===== config.mk =====
export PLATFORM = sky130hd
export DESIGN_NAME = vca_core
export DESIGN_NICKNAME = d
export VERILOG_FILES = /design/src/pkg/vca_pkg.sv /design/src/design/vca_core.sv /design/src/design/vca_fifo.sv
export VERILOG_INCLUDE_DIRS = /design/src /design/src/pkg
export SDC_FILE = /design/constraint.sdc
export NUM_CORES = 2
export LEC_CHECK = 0
export BUFFER_PORTS_ARGS = -buffer_cell sky130_fd_sc_hd__buf_4
export CORE_AREA = 2 2 237 286
export DETAILED_ROUTE_END_ITERATION = 8
export DIE_AREA = 0 0 239 288
export HOLD_SLACK_MARGIN = 0.1
export MAX_ROUTING_LAYER = met4
export PLACE_DENSITY = 0.75
export REMOVE_ABC_BUFFERS = 1
export SLEW_MARGIN = 0
export SYNTH_ARGS = -nofsm -noshare
export SYNTH_HDL_FRONTEND = slang
export SYNTH_SLANG_ARGS = --single-unit

===== constraint.sdc =====
create_clock -name clk_in -period 19.4 [get_ports clk_in]
set_input_delay 0 -clock clk_in [delete_from_list [all_inputs] [get_ports clk_in]]
set_output_delay 0 -clock clk_in [all_outputs]
set_load 0.05 [all_outputs]

===== src/pkg/vca_params.svh =====
// constants of the colour adjust stage: register offsets, reset values,
// field positions and the unity divisors of the gain multipliers
// assumes an 8-bit register address space shared with the rest of the decoder
`ifndef VCA_PARAMS_SVH
`define VCA_PARAMS_SVH

`define VCA_OFS_MISC 8'h0b
`define VCA_OFS_LUMA 8'h0c
`define VCA_OFS_U_GAIN 8'h0d
`define VCA_OFS_V_GAIN 8'h0e
`define VCA_OFS_HUE 8'h0f
`define VCA_OFS_RSV_A 8'h10
`define VCA_OFS_RSV_B 8'h11

`define VCA_RST_MISC 8'h20
`define VCA_RST_LUMA 8'hd8
`define VCA_RST_U_GAIN 8'hfe
`define VCA_RST_V_GAIN 8'hb4
`define VCA_RST_HUE 8'h00
`define VCA_RST_RSV 8'h00
`define VCA_RD_UNMAPPED 8'h00

`define VCA_BIT_LUMA_TOP 2
`define VCA_BIT_U_TOP 1
`define VCA_BIT_V_TOP 0

`define VCA_Y_UNITY 9'd216
`define VCA_U_UNITY 10'd254
`define VCA_V_UNITY 10'd180

// one hue lsb is 1/512 of a full subcarrier turn, about 0.7 degrees
`define VCA_HUE_STEP_BITS 9
`define VCA_PHASE_W 16
`define VCA_FIFO_DEPTH 16

`endif


===== src/pkg/vca_pkg.sv =====
// types of the colour adjust stage
// assumes vca_params.svh supplies the numbers
package vca_pkg;
	typedef logic [8:0] vca_gain_type;
	typedef logic [7:0] vca_byte_type;

	typedef struct packed {
		vca_byte_type misc;
		vca_byte_type luma_gain_low;
		vca_byte_type u_gain_low;
		vca_byte_type v_gain_low;
		vca_byte_type hue_phase_offset;
		vca_byte_type reserved_a;
		vca_byte_type reserved_b;
	} vca_regs_type;

	typedef struct packed {
		vca_byte_type y;
		vca_byte_type u;
		vca_byte_type v;
	} vca_pix_type;
endpackage : vca_pkg


===== src/design/vca_core.sv =====
// colour adjust stage: luma gain, u/v gains and subcarrier hue offset,
// with the byte registers that steer them
// assumes the upstream datapath and host port run on clk_in; samples are
// 8-bit y and offset-binary u/v (128 = no colour)
`timescale 1ns/1ps
`include "vca_params.svh"

module vca_core
	import vca_pkg::*;
#(
	parameter int PHASE_W = `VCA_PHASE_W,
	parameter int FIFO_DEPTH = `VCA_FIFO_DEPTH
) (
	input wire logic clk_in, // pixel clock
	input wire logic rst_in, // async reset, high
	input wire logic [7:0] reg_addr_in, // register offset
	input wire logic reg_wr_in, // write strobe
	input wire logic reg_rd_in, // read strobe
	input wire vca_pkg::vca_byte_type reg_wdata_in, // write data
	output vca_pkg::vca_byte_type reg_rdata_out, // read data, next cycle
	input wire logic pix_valid_in, // input sample valid
	output logic pix_ready_out, // input sample taken
	input wire vca_pkg::vca_byte_type pix_y_in, // luma sample
	input wire vca_pkg::vca_byte_type pix_u_in, // u sample
	input wire vca_pkg::vca_byte_type pix_v_in, // v sample
	input wire logic [PHASE_W-1:0] phase_in, // raw subcarrier phase
	output logic [PHASE_W-1:0] phase_out, // phase plus hue offset
	output logic out_valid_out, // adjusted sample valid
	input wire logic out_ready_in, // downstream takes sample
	output vca_pkg::vca_byte_type out_y_out, // adjusted luma
	output vca_pkg::vca_byte_type out_u_out, // adjusted u
	output vca_pkg::vca_byte_type out_v_out // adjusted v
);
	localparam int HUE_SHIFT = PHASE_W - `VCA_HUE_STEP_BITS;

	typedef struct packed {
		vca_regs_type regs;
		vca_byte_type rdata;
		logic stage_valid;
		vca_pix_type stage_pix;
		logic [PHASE_W-1:0] phase;
	} vca_core_state_type;

	vca_core_state_type q;
	vca_core_state_type n;

	vca_gain_type luma_gain;
	vca_gain_type u_gain;
	vca_gain_type v_gain;
	logic [PHASE_W-1:0] hue_ext;
	logic [PHASE_W-1:0] hue_offset;
	vca_pix_type adj_pix;
	vca_pix_type fifo_pix;
	logic fifo_wr_ready;
	logic take_pix;

	// luma: unsigned product, clipped at full scale
	function automatic vca_byte_type luma_scale(
		input vca_byte_type y,
		input vca_gain_type g
	);
		logic [16:0] prod;
		logic [16:0] quo;
		prod = {9'h000, y} * {8'h00, g};
		quo = prod / {8'h00, `VCA_Y_UNITY};
		if (quo > 17'h000ff) begin
			luma_scale = 8'hff;
		end else begin
			luma_scale = quo[7:0];
		end
	endfunction : luma_scale

	// chroma: scale the signed swing around 128 so that zero colour stays put
	function automatic vca_byte_type chroma_scale(
		input vca_byte_type c,
		input vca_gain_type g,
		input logic [9:0] unity
	);
		logic signed [8:0] swing;
		logic signed [18:0] prod;
		logic signed [18:0] quo;
		swing = $signed({1'b0, c}) - 9'sh080;
		prod = swing * $signed({1'b0, g});
		quo = prod / $signed({9'h000, unity});
		if (quo > 19'sh0007f) begin
			chroma_scale = 8'hff;
		end else if (quo < -19'sh00080) begin
			chroma_scale = 8'h00;
		end else begin
			chroma_scale = quo[7:0] ^ 8'h80;
		end
	endfunction : chroma_scale

	// gains follow register writes on the very next sample; a mid-line
	// change is allowed and simply shows from that pixel on
	assign luma_gain = {q.regs.misc[`VCA_BIT_LUMA_TOP], q.regs.luma_gain_low};
	assign u_gain = {q.regs.misc[`VCA_BIT_U_TOP], q.regs.u_gain_low};
	assign v_gain = {q.regs.misc[`VCA_BIT_V_TOP], q.regs.v_gain_low};

	always_comb begin
		adj_pix.y = luma_scale(pix_y_in, luma_gain);
		adj_pix.u = chroma_scale(pix_u_in, u_gain, `VCA_U_UNITY);
		adj_pix.v = chroma_scale(pix_v_in, v_gain, `VCA_V_UNITY);
	end

	// hue byte is sign extended, then lifted so its lsb is 1/512 turn
	assign hue_ext = {{(PHASE_W-8){q.regs.hue_phase_offset[7]}}, q.regs.hue_phase_offset};
	assign hue_offset = hue_ext << HUE_SHIFT;

	// one output stage in front of the fifo; it stalls only when the
	// fifo is full, so back-pressure reaches the upstream datapath
	assign pix_ready_out = !q.stage_valid || fifo_wr_ready;
	assign take_pix = pix_valid_in && pix_ready_out;

	always_comb begin
		n = q;

		// register writes: every mapped offset open at all times, unmapped offsets ignored
		if (reg_wr_in) begin
			case (reg_addr_in)
				`VCA_OFS_MISC: begin
					n.regs.misc = reg_wdata_in;
				end
				`VCA_OFS_LUMA: begin
					n.regs.luma_gain_low = reg_wdata_in;
				end
				`VCA_OFS_U_GAIN: begin
					n.regs.u_gain_low = reg_wdata_in;
				end
				`VCA_OFS_V_GAIN: begin
					n.regs.v_gain_low = reg_wdata_in;
				end
				`VCA_OFS_HUE: begin
					n.regs.hue_phase_offset = reg_wdata_in;
				end
				`VCA_OFS_RSV_A: begin
					n.regs.reserved_a = reg_wdata_in;
				end
				`VCA_OFS_RSV_B: begin
					n.regs.reserved_b = reg_wdata_in;
				end
				default: begin
					n.regs = q.regs;
				end
			endcase
		end

		// reads return the value held before a same-cycle write
		if (reg_rd_in) begin
			case (reg_addr_in)
				`VCA_OFS_MISC: begin
					n.rdata = q.regs.misc;
				end
				`VCA_OFS_LUMA: begin
					n.rdata = q.regs.luma_gain_low;
				end
				`VCA_OFS_U_GAIN: begin
					n.rdata = q.regs.u_gain_low;
				end
				`VCA_OFS_V_GAIN: begin
					n.rdata = q.regs.v_gain_low;
				end
				`VCA_OFS_HUE: begin
					n.rdata = q.regs.hue_phase_offset;
				end
				`VCA_OFS_RSV_A: begin
					n.rdata = q.regs.reserved_a;
				end
				`VCA_OFS_RSV_B: begin
					n.rdata = q.regs.reserved_b;
				end
				default: begin
					n.rdata = `VCA_RD_UNMAPPED;
				end
			endcase
		end

		// sample stage
		if (take_pix) begin
			n.stage_valid = 1'b1;
			n.stage_pix = adj_pix;
		end else if (fifo_wr_ready) begin
			n.stage_valid = 1'b0;
		end

		// phase path runs every clock; the demodulator samples it freely
		n.phase = PHASE_W'(phase_in + hue_offset);
	end

	always_ff @(posedge clk_in or posedge rst_in) begin
		if (rst_in) begin
			q.regs.misc <= `VCA_RST_MISC;
			q.regs.luma_gain_low <= `VCA_RST_LUMA;
			q.regs.u_gain_low <= `VCA_RST_U_GAIN;
			q.regs.v_gain_low <= `VCA_RST_V_GAIN;
			q.regs.hue_phase_offset <= `VCA_RST_HUE;
			q.regs.reserved_a <= `VCA_RST_RSV;
			q.regs.reserved_b <= `VCA_RST_RSV;
			q.rdata <= '0;
			q.stage_valid <= 1'b0;
			q.stage_pix <= '0;
			q.phase <= '0;
		end else begin
			q <= n;
		end
	end

	// the fifo absorbs short downstream stalls so the datapath keeps pace
	vca_fifo #(
		.WIDTH($bits(vca_pix_type)),
		.DEPTH(FIFO_DEPTH)
	) u_out_fifo (
		.clk_in(clk_in),
		.rst_in(rst_in),
		.wr_valid_in(q.stage_valid),
		.wr_ready_out(fifo_wr_ready),
		.wr_data_in(q.stage_pix),
		.rd_valid_out(out_valid_out),
		.rd_ready_in(out_ready_in),
		.rd_data_out(fifo_pix)
	);

	assign out_y_out = fifo_pix.y;
	assign out_u_out = fifo_pix.u;
	assign out_v_out = fifo_pix.v;
	assign reg_rdata_out = q.rdata;
	assign phase_out = q.phase;
endmodule : vca_core


===== src/design/vca_fifo.sv =====
// flop based fifo with valid/ready on both sides
// assumes one clock; DEPTH need not be a power of two
`timescale 1ns/1ps
module vca_fifo #(
	parameter int WIDTH = 24,
	parameter int DEPTH = 16
) (
	input wire logic clk_in, // clock
	input wire logic rst_in, // async reset, high
	input wire logic wr_valid_in, // push request
	output logic wr_ready_out, // not full
	input wire logic [WIDTH-1:0] wr_data_in, // push data
	output logic rd_valid_out, // not empty
	input wire logic rd_ready_in, // pop request
	output logic [WIDTH-1:0] rd_data_out // head word, from flops
);
	localparam int AW = (DEPTH > 1) ? $clog2(DEPTH) : 1;
	localparam int CW = $clog2(DEPTH + 1);

	typedef struct packed {
		logic [DEPTH-1:0][WIDTH-1:0] mem;
		logic [AW-1:0] wr_idx;
		logic [AW-1:0] rd_idx;
		logic [CW-1:0] count;
	} vca_fifo_state_type;

	vca_fifo_state_type q;
	vca_fifo_state_type n;
	logic push;
	logic pop;

	assign wr_ready_out = (q.count != CW'(DEPTH));
	assign rd_valid_out = (q.count != '0);
	assign rd_data_out = q.mem[q.rd_idx];
	assign push = wr_valid_in && wr_ready_out;
	assign pop = rd_valid_out && rd_ready_in;

	always_comb begin
		n = q;
		if (push) begin
			n.mem[q.wr_idx] = wr_data_in;
			n.wr_idx = (q.wr_idx == AW'(DEPTH - 1)) ? '0 : AW'(q.wr_idx + 1'b1);
		end
		if (pop) begin
			n.rd_idx = (q.rd_idx == AW'(DEPTH - 1)) ? '0 : AW'(q.rd_idx + 1'b1);
		end
		if (push && !pop) begin
			n.count = CW'(q.count + 1'b1);
		end else if (pop && !push) begin
			n.count = CW'(q.count - 1'b1);
		end
	end

	always_ff @(posedge clk_in or posedge rst_in) begin
		if (rst_in) begin
			q <= '0;
		end else begin
			q <= n;
		end
	end
endmodule : vca_fifo


# Yosys cells after proc, flatten, opt, wreduce, memory -nomap -nowiden
# Index checks and enable logic that the tools add are counted.
[op_classes]
add_sub_neg = 7
mul = 3
div_mod_pow = 3
magnitude_cmp = 8
eq_ne = 10
n_shift = 0
mux = 17
bitwise = 2
reduce_logical = 20
[ops]
columns = ["cell", "count"]
rows = [
  ["384-bit bitwise mux", 1],
  ["24-bit binary-select mux with 4-bit select", 1],
  ["24-bit demux with 4-bit select", 1],
  ["8-bit one-hot mux with 7 select lines", 1],
  ["24-bit two-way mux", 2],
  ["8-bit by 4-bit equality test with 1-bit output, second input constant", 5],
  ["8-bit two-way mux", 5],
  ["19-bit by 9-bit divider with 19-bit output, second input constant", 2],
  ["19-bit by 8-bit > comparator with 1-bit output, second input constant", 2],
  ["19-bit by 8-bit less-than comparator with 1-bit output, second input constant", 2],
  ["9-bit by 10-bit multiplier with 19-bit output", 2],
  ["8-bit by 8-bit subtractor with 9-bit output, second input constant", 2],
  ["17-bit by 8-bit divider with 17-bit output, second input constant", 1],
  ["17-bit by 8-bit > comparator with 1-bit output, second input constant", 1],
  ["8-bit by 9-bit multiplier with 17-bit output", 1],
  ["16-bit adder", 1],
  ["8-bit by 5-bit equality test with 1-bit output, second input constant", 2],
  ["2-bit AND reduction", 7],
  ["4-bit by 5-bit less-than comparator with 1-bit output, second input constant", 2],
  ["5-bit two-way mux", 2],
  ["4-bit by 1-bit adder with 4-bit output, second input constant", 2],
  ["4-bit equality test, second input constant", 2],
  ["4-bit two-way mux", 2],
  ["1-bit logical AND", 6],
  ["10 further kinds", 15],
]
[word_totals]
regBits = 502
latch_bits = 0
ram_bits = 0
rom_bits = 0
elab_cells = 102
mem_count = 0

# Longest topological paths before layout
[depth]
word_depth = 6
depth_mapped = 60

# Modules after synthesis
# Synthesis repeated with hierarchy kept, for this count alone.
[hier_totals]
hier_cells = 3883
area_unflattened_um2 = 40714.0
[by_module_without_submodules]
columns = ["module", "n_inst", "cells_per_inst", "area_each_um2", "seq_area_each_um2"]
rows = [
  ["vca_core", 1, 2704, 21415.5, 2647.5],
  ["vca_fifo", 1, 1179, 19298.5, 9934.5],
]

# Worst setup path before layout
# OpenSTA, ideal clock, no wires.
[synth_timing]
kind = "reg2reg"
from = "reg q[81] in the netlist's numbering"
to = "reg q[24] in the netlist's numbering"
t_arrival_ns = 13.496
path_slack_ns = 5.810
path_stages_with_launch = 51
n_path_buf = 3
synth_period_minus_slack_ns = 13.590
cell_sequence = "dfrtp_1 > clkbuf_1 > or2_2 > fa_1 > fa_1 > inv_1 > fa_1 > fa_1 > fa_1 > ha_1 > a21oi_1 > a2bb2oi_2 > nand2b_1 > xor2_1 > or4_4 > or4_4 > nor3_2 > a211oi_2 > [15 not listed] > xnor2_1 > and3_1 > buf_4 > a31oi_2 > xor2_1 > ha_1 > inv_1 > a211oi_1 > nand3_1 > a21o_1 > a31o_1 > nand3_1 > o311a_1 > ha_1 > nand2_1 > or3_1 > o211a_2 > a211oi_1"
[synth_via]
elab_chain_cells = 5
[synth_rtl]
columns = ["element", "line", "source"]
rows = [
  ["start, declared", "vca_core.sv:44", "vca_core_state_type q;"],
  ["start signal, assigned", "vca_core.sv:204", "q <= n;"],
  ["9-bit by 10-bit multiplier with 19-bit output *", "vca_core.sv:83", "prod = swing * $signed({1'b0, g});"],
  ["19-bit by 9-bit divider with 19-bit output *", "vca_core.sv:84", "quo = prod / $signed({9'h000, unity});"],
  ["19-bit by 8-bit less-than comparator with 1-bit output", "vca_core.sv:87", "end else if (quo < -19'sh00080) begin"],
  ["8-bit two-way mux", "vca_core.sv:87", ""],
  ["8-bit two-way mux *", "vca_core.sv:85", "if (quo > 19'sh0007f) begin"],
]
# Every way passes the cells marked *; elsewhere a longest branch is shown, timed or not.
# A chain may end at the register's enable or synchronous reset.

# Final worst setup path
[layout_timing]
from = "reg q[73] in the netlist's numbering"
to = "reg q[20] in the netlist's numbering"
# The elaborated chain is that of the path after synthesis.

==> impl_results.md <==
- Vias: 29,900
- Die Height: 288 um
- Number of sinks driven by the clock tree: 502
- Largest fanout of any net on the critical path: 15
- Effective utilization at floorplan: 0.594
- Nature of the critical path startpoint: flop
- Total setup buffers inserted after CTS: 0
- H-tree lvl count: 2
- Commonest non-fill, non-tap cells in the layout: sky130_fd_sc_hd__dfrtp_1 (483), sky130_fd_sc_hd__mux2_2 (449), sky130_fd_sc_hd__nand2_1 (275), sky130_fd_sc_hd__nor2_1 (230), sky130_fd_sc_hd__inv_1 (220)
- Worst min-delay path category: in2async
- Buffer depth of the longest clock path: 3
- Capture point of the worst reg-to-reg path: q[20]
- Worst path slowest cell: sky130_fd_sc_hd__nor2_1
- Final count of negative-setup-slack endpoints: 0
- Global placer's final weighted congestion: 0.934
- Setup repair after global routing missed its margin: false
- Start-to-end type of the worst setup path: reg2reg
- CP Launch Point: q[73]
- Synthesized area per cell: 10.5 um^2
- Flip-flop cell with the highest count after synthesis: sky130_fd_sc_hd__dfrtp_1
- Required @ worst endpoint: 19,830 ps
- Post-synth EDFFs: 0
- HPWL after DPL: 66,700 um
- Min Tclk post-route: 15,960 ps
- Filler Cell Count: 5,144
- Ys async rst share: 1.00
- Highest clock rate: 62.7 MHz
- XOR/XNOR share of the synthesized area: 0.0368
- Crit path top cell by count: sky130_fd_sc_hd__fa_1
- Largest net degree at the start of global routing: 183
- Total of buffers placed on input and output ports: 111
- Tot GR Track Use: 0.292
- Combinational family with the most area after synthesis: multiplexers
- Simple-gate share of the synthesized area: 0.128
- First-pass detailed-route iteration total: 5
- Mapped Cells: 3,770
- Vias per cell: 6.39
- Post-detailed-route wirelength per cell: 20.7 um
- Portion of the post-synthesis area used by sequential elements: 0.319
- Max-slew violation count: 0
- Root Buffer Master: sky130_fd_sc_hd__clkbuf_16
- Netlist Area Pre-Place: 39,400 um^2
- Reg2Reg Setup Slack: 3440 ps
- Number of unique standard cell types used by synthesis: 120
- Crit share post-route: 0.823
- Depth of the worst register-to-register path: 47
- Fraction of the mapped netlist area in compound gates: 0.133
- Clock edge transition at the registers on the reported setup and hold paths: 60 ps
- Growth of design area from synthesis to finish: 8.96%
- Layout cells sized above 1: 0.241
- DRC violations left: 0
- Final hold violations: 0
- Horizontal extent of the die: 239 um
- Synthesis Warnings: 0
- Kind of end point of the critical path: flop
- Dominant cells by area after synthesis: sky130_fd_sc_hd__dfrtp_1 (31%), sky130_fd_sc_hd__mux2_2 (13%), sky130_fd_sc_hd__fa_1 (7.3%)
- Number of standard cells in the layout, taps in and fillers out: 4,679
- Gr ovfl total: 0
- Area of the die: 68,800 um^2
- Mux share of post-synthesis cell area: 0.212
- Number of buffers inserted by hold repair at cts: 44
- Number of synthesized register bits: 502
- Worst-Margin Slew: 1270 ps
- Number of antenna violations at the first check in global routing: 1
- Worst Skew: 24.2 ps
- Core region area: 66,400 um^2
- Share of the synthesized area in the top cell type: 0.309
- Placement Rows: 104
- Count of antenna-violating nets left after detailed routing: 0
- Run status: finished clean
- CTS buffer count: 48
- Launch point of the worst reg-to-reg path: q[73]
- TritonCTS clock tree: built
- Wire length reported by the detailed router: 96,700 um
- Clk Latency, worst-skew pair: 600 ps
- Vias in the first global route: 30,300
- Pre-CTS setup slack: 3700 ps
- Number of resized instances in the post-cts repair step: 0
- Net total in the final layout: 4,166
- Max-cap check violation count: 0
- Number of diodes added for antenna fixing: 0
- Worst-case setup margin in the final layout: 3440 ps
- Wire length of the first global-routing pass: 158,000 um
- Number of top-level design ports: 112
- Worst setup path end: q[20]
- Most common cell after layout, fill and taps aside: sky130_fd_sc_hd__dfrtp_1
- Worst EP arrival: 16,390 ps
- Iter 0 DRT Violations: 2,141
- Adder-cell share of the synthesized area: 0.128
- Setup TNS after final layout: 0 ps
- Worst path max stage delay: 770 ps
- Cell type with the highest aggregate area in the netlist: sky130_fd_sc_hd__dfrtp_1
- DP Cell Count: 4,545
- Worst rel slew slack: 0.150
[cells in the mapped netlist (111+ instances only)]
master	instances
sky130_fd_sc_hd__dfrtp_1	486
sky130_fd_sc_hd__mux2_2	449
sky130_fd_sc_hd__nand2_1	275
sky130_fd_sc_hd__nor2_1	230
sky130_fd_sc_hd__inv_1	221
sky130_fd_sc_hd__ha_1	169
sky130_fd_sc_hd__clkbuf_1	148
sky130_fd_sc_hd__fa_1	144
sky130_fd_sc_hd__a21oi_1	129
sky130_fd_sc_hd__mux4_2	127
sky130_fd_sc_hd__o21ai_0	121
sky130_fd_sc_hd__and2_1	120
sky130_fd_sc_hd__xnor2_1	111
[registers in the layout, indices dropped and copies added (netlist names)]
register,cells
hue_ext,8
q,64
reg_rdata_out,8
u_out_fifo.q,397
phase_out,16
luma_gain,9
[layout make-up]
type | instances | area, um^2 | area share
clock buffer | 57 | 1290 | 0.0300
inverter | 223 | 845 | 0.0197
sequential | 502 | 12600 | 0.293
tap | 848 | 1060 | 0.0247
timing repair buffer | 175 | 1440 | 0.0334
clock inverter | 33 | 514 | 0.0120
multi-input combinational | 2841 | 25200 | 0.587
[logic make-up after synthesis]
group / Yosys count
adders and majority gates: 317
buffers and inverters: 427
muxes: 619
and+or+nand+nor: 1012
DFF: 502
AOI/OAI and AO/OA: 730
xor gates and xnor gates: 163
[critical path: cells and delay by family (launching register included)]
family / cells / cell delay [ps]
xor gates and xnor gates: 2 / 400
DFF: 1 / 540
adders and majority gates: 7 / 3220
AOI/OAI and AO/OA: 23 / 7380
muxes: 2 / 820
buffers and inverters: 4 / 280
and+or+nand+nor: 9 / 3140
[worst min-delay path by stage]
stage | slack (ps) | depth (start not counted) | start | to
after CTS | 110 | 3 | rst_in | phase_out[2]
after global placement | 110 | 1 | phase_in[5] | phase_out[5]
after detailed placement | 110 | 1 | phase_in[0] | phase_out[0]
after global routing | 180 | 3 | rst_in | phase_out[1]
after floorplan | 30 | 0 | phase_in[0] | phase_out[0]
final | 100 | 3 | rst_in | phase_out[1]
[layer usage]
metal / vias to the layer above / track usage / part of all wire
met5: - / - / 0
met4: 0 / 0.102 / 0.034
met3: 202 / 0.0309 / 0.042
met2: 810 / 0.510 / 0.51
met1: 15000 / 0.352 / 0.41
li1: 13900 / - / -
[through the flow]
stage               cell area [um^2]  utilization  hold WS [ps]
global route                   42900        0.647           176
finish                         42900        0.647          98.2
CTS                            42900        0.647           106
global placement               40700        0.613           110
detailed placement             40700        0.613           111
floorplan                      38500            -          31.4
Power is left out: the tool's default activity adds up to more than one toggle a clock period on the data nets, which glitch-free logic cannot reach.
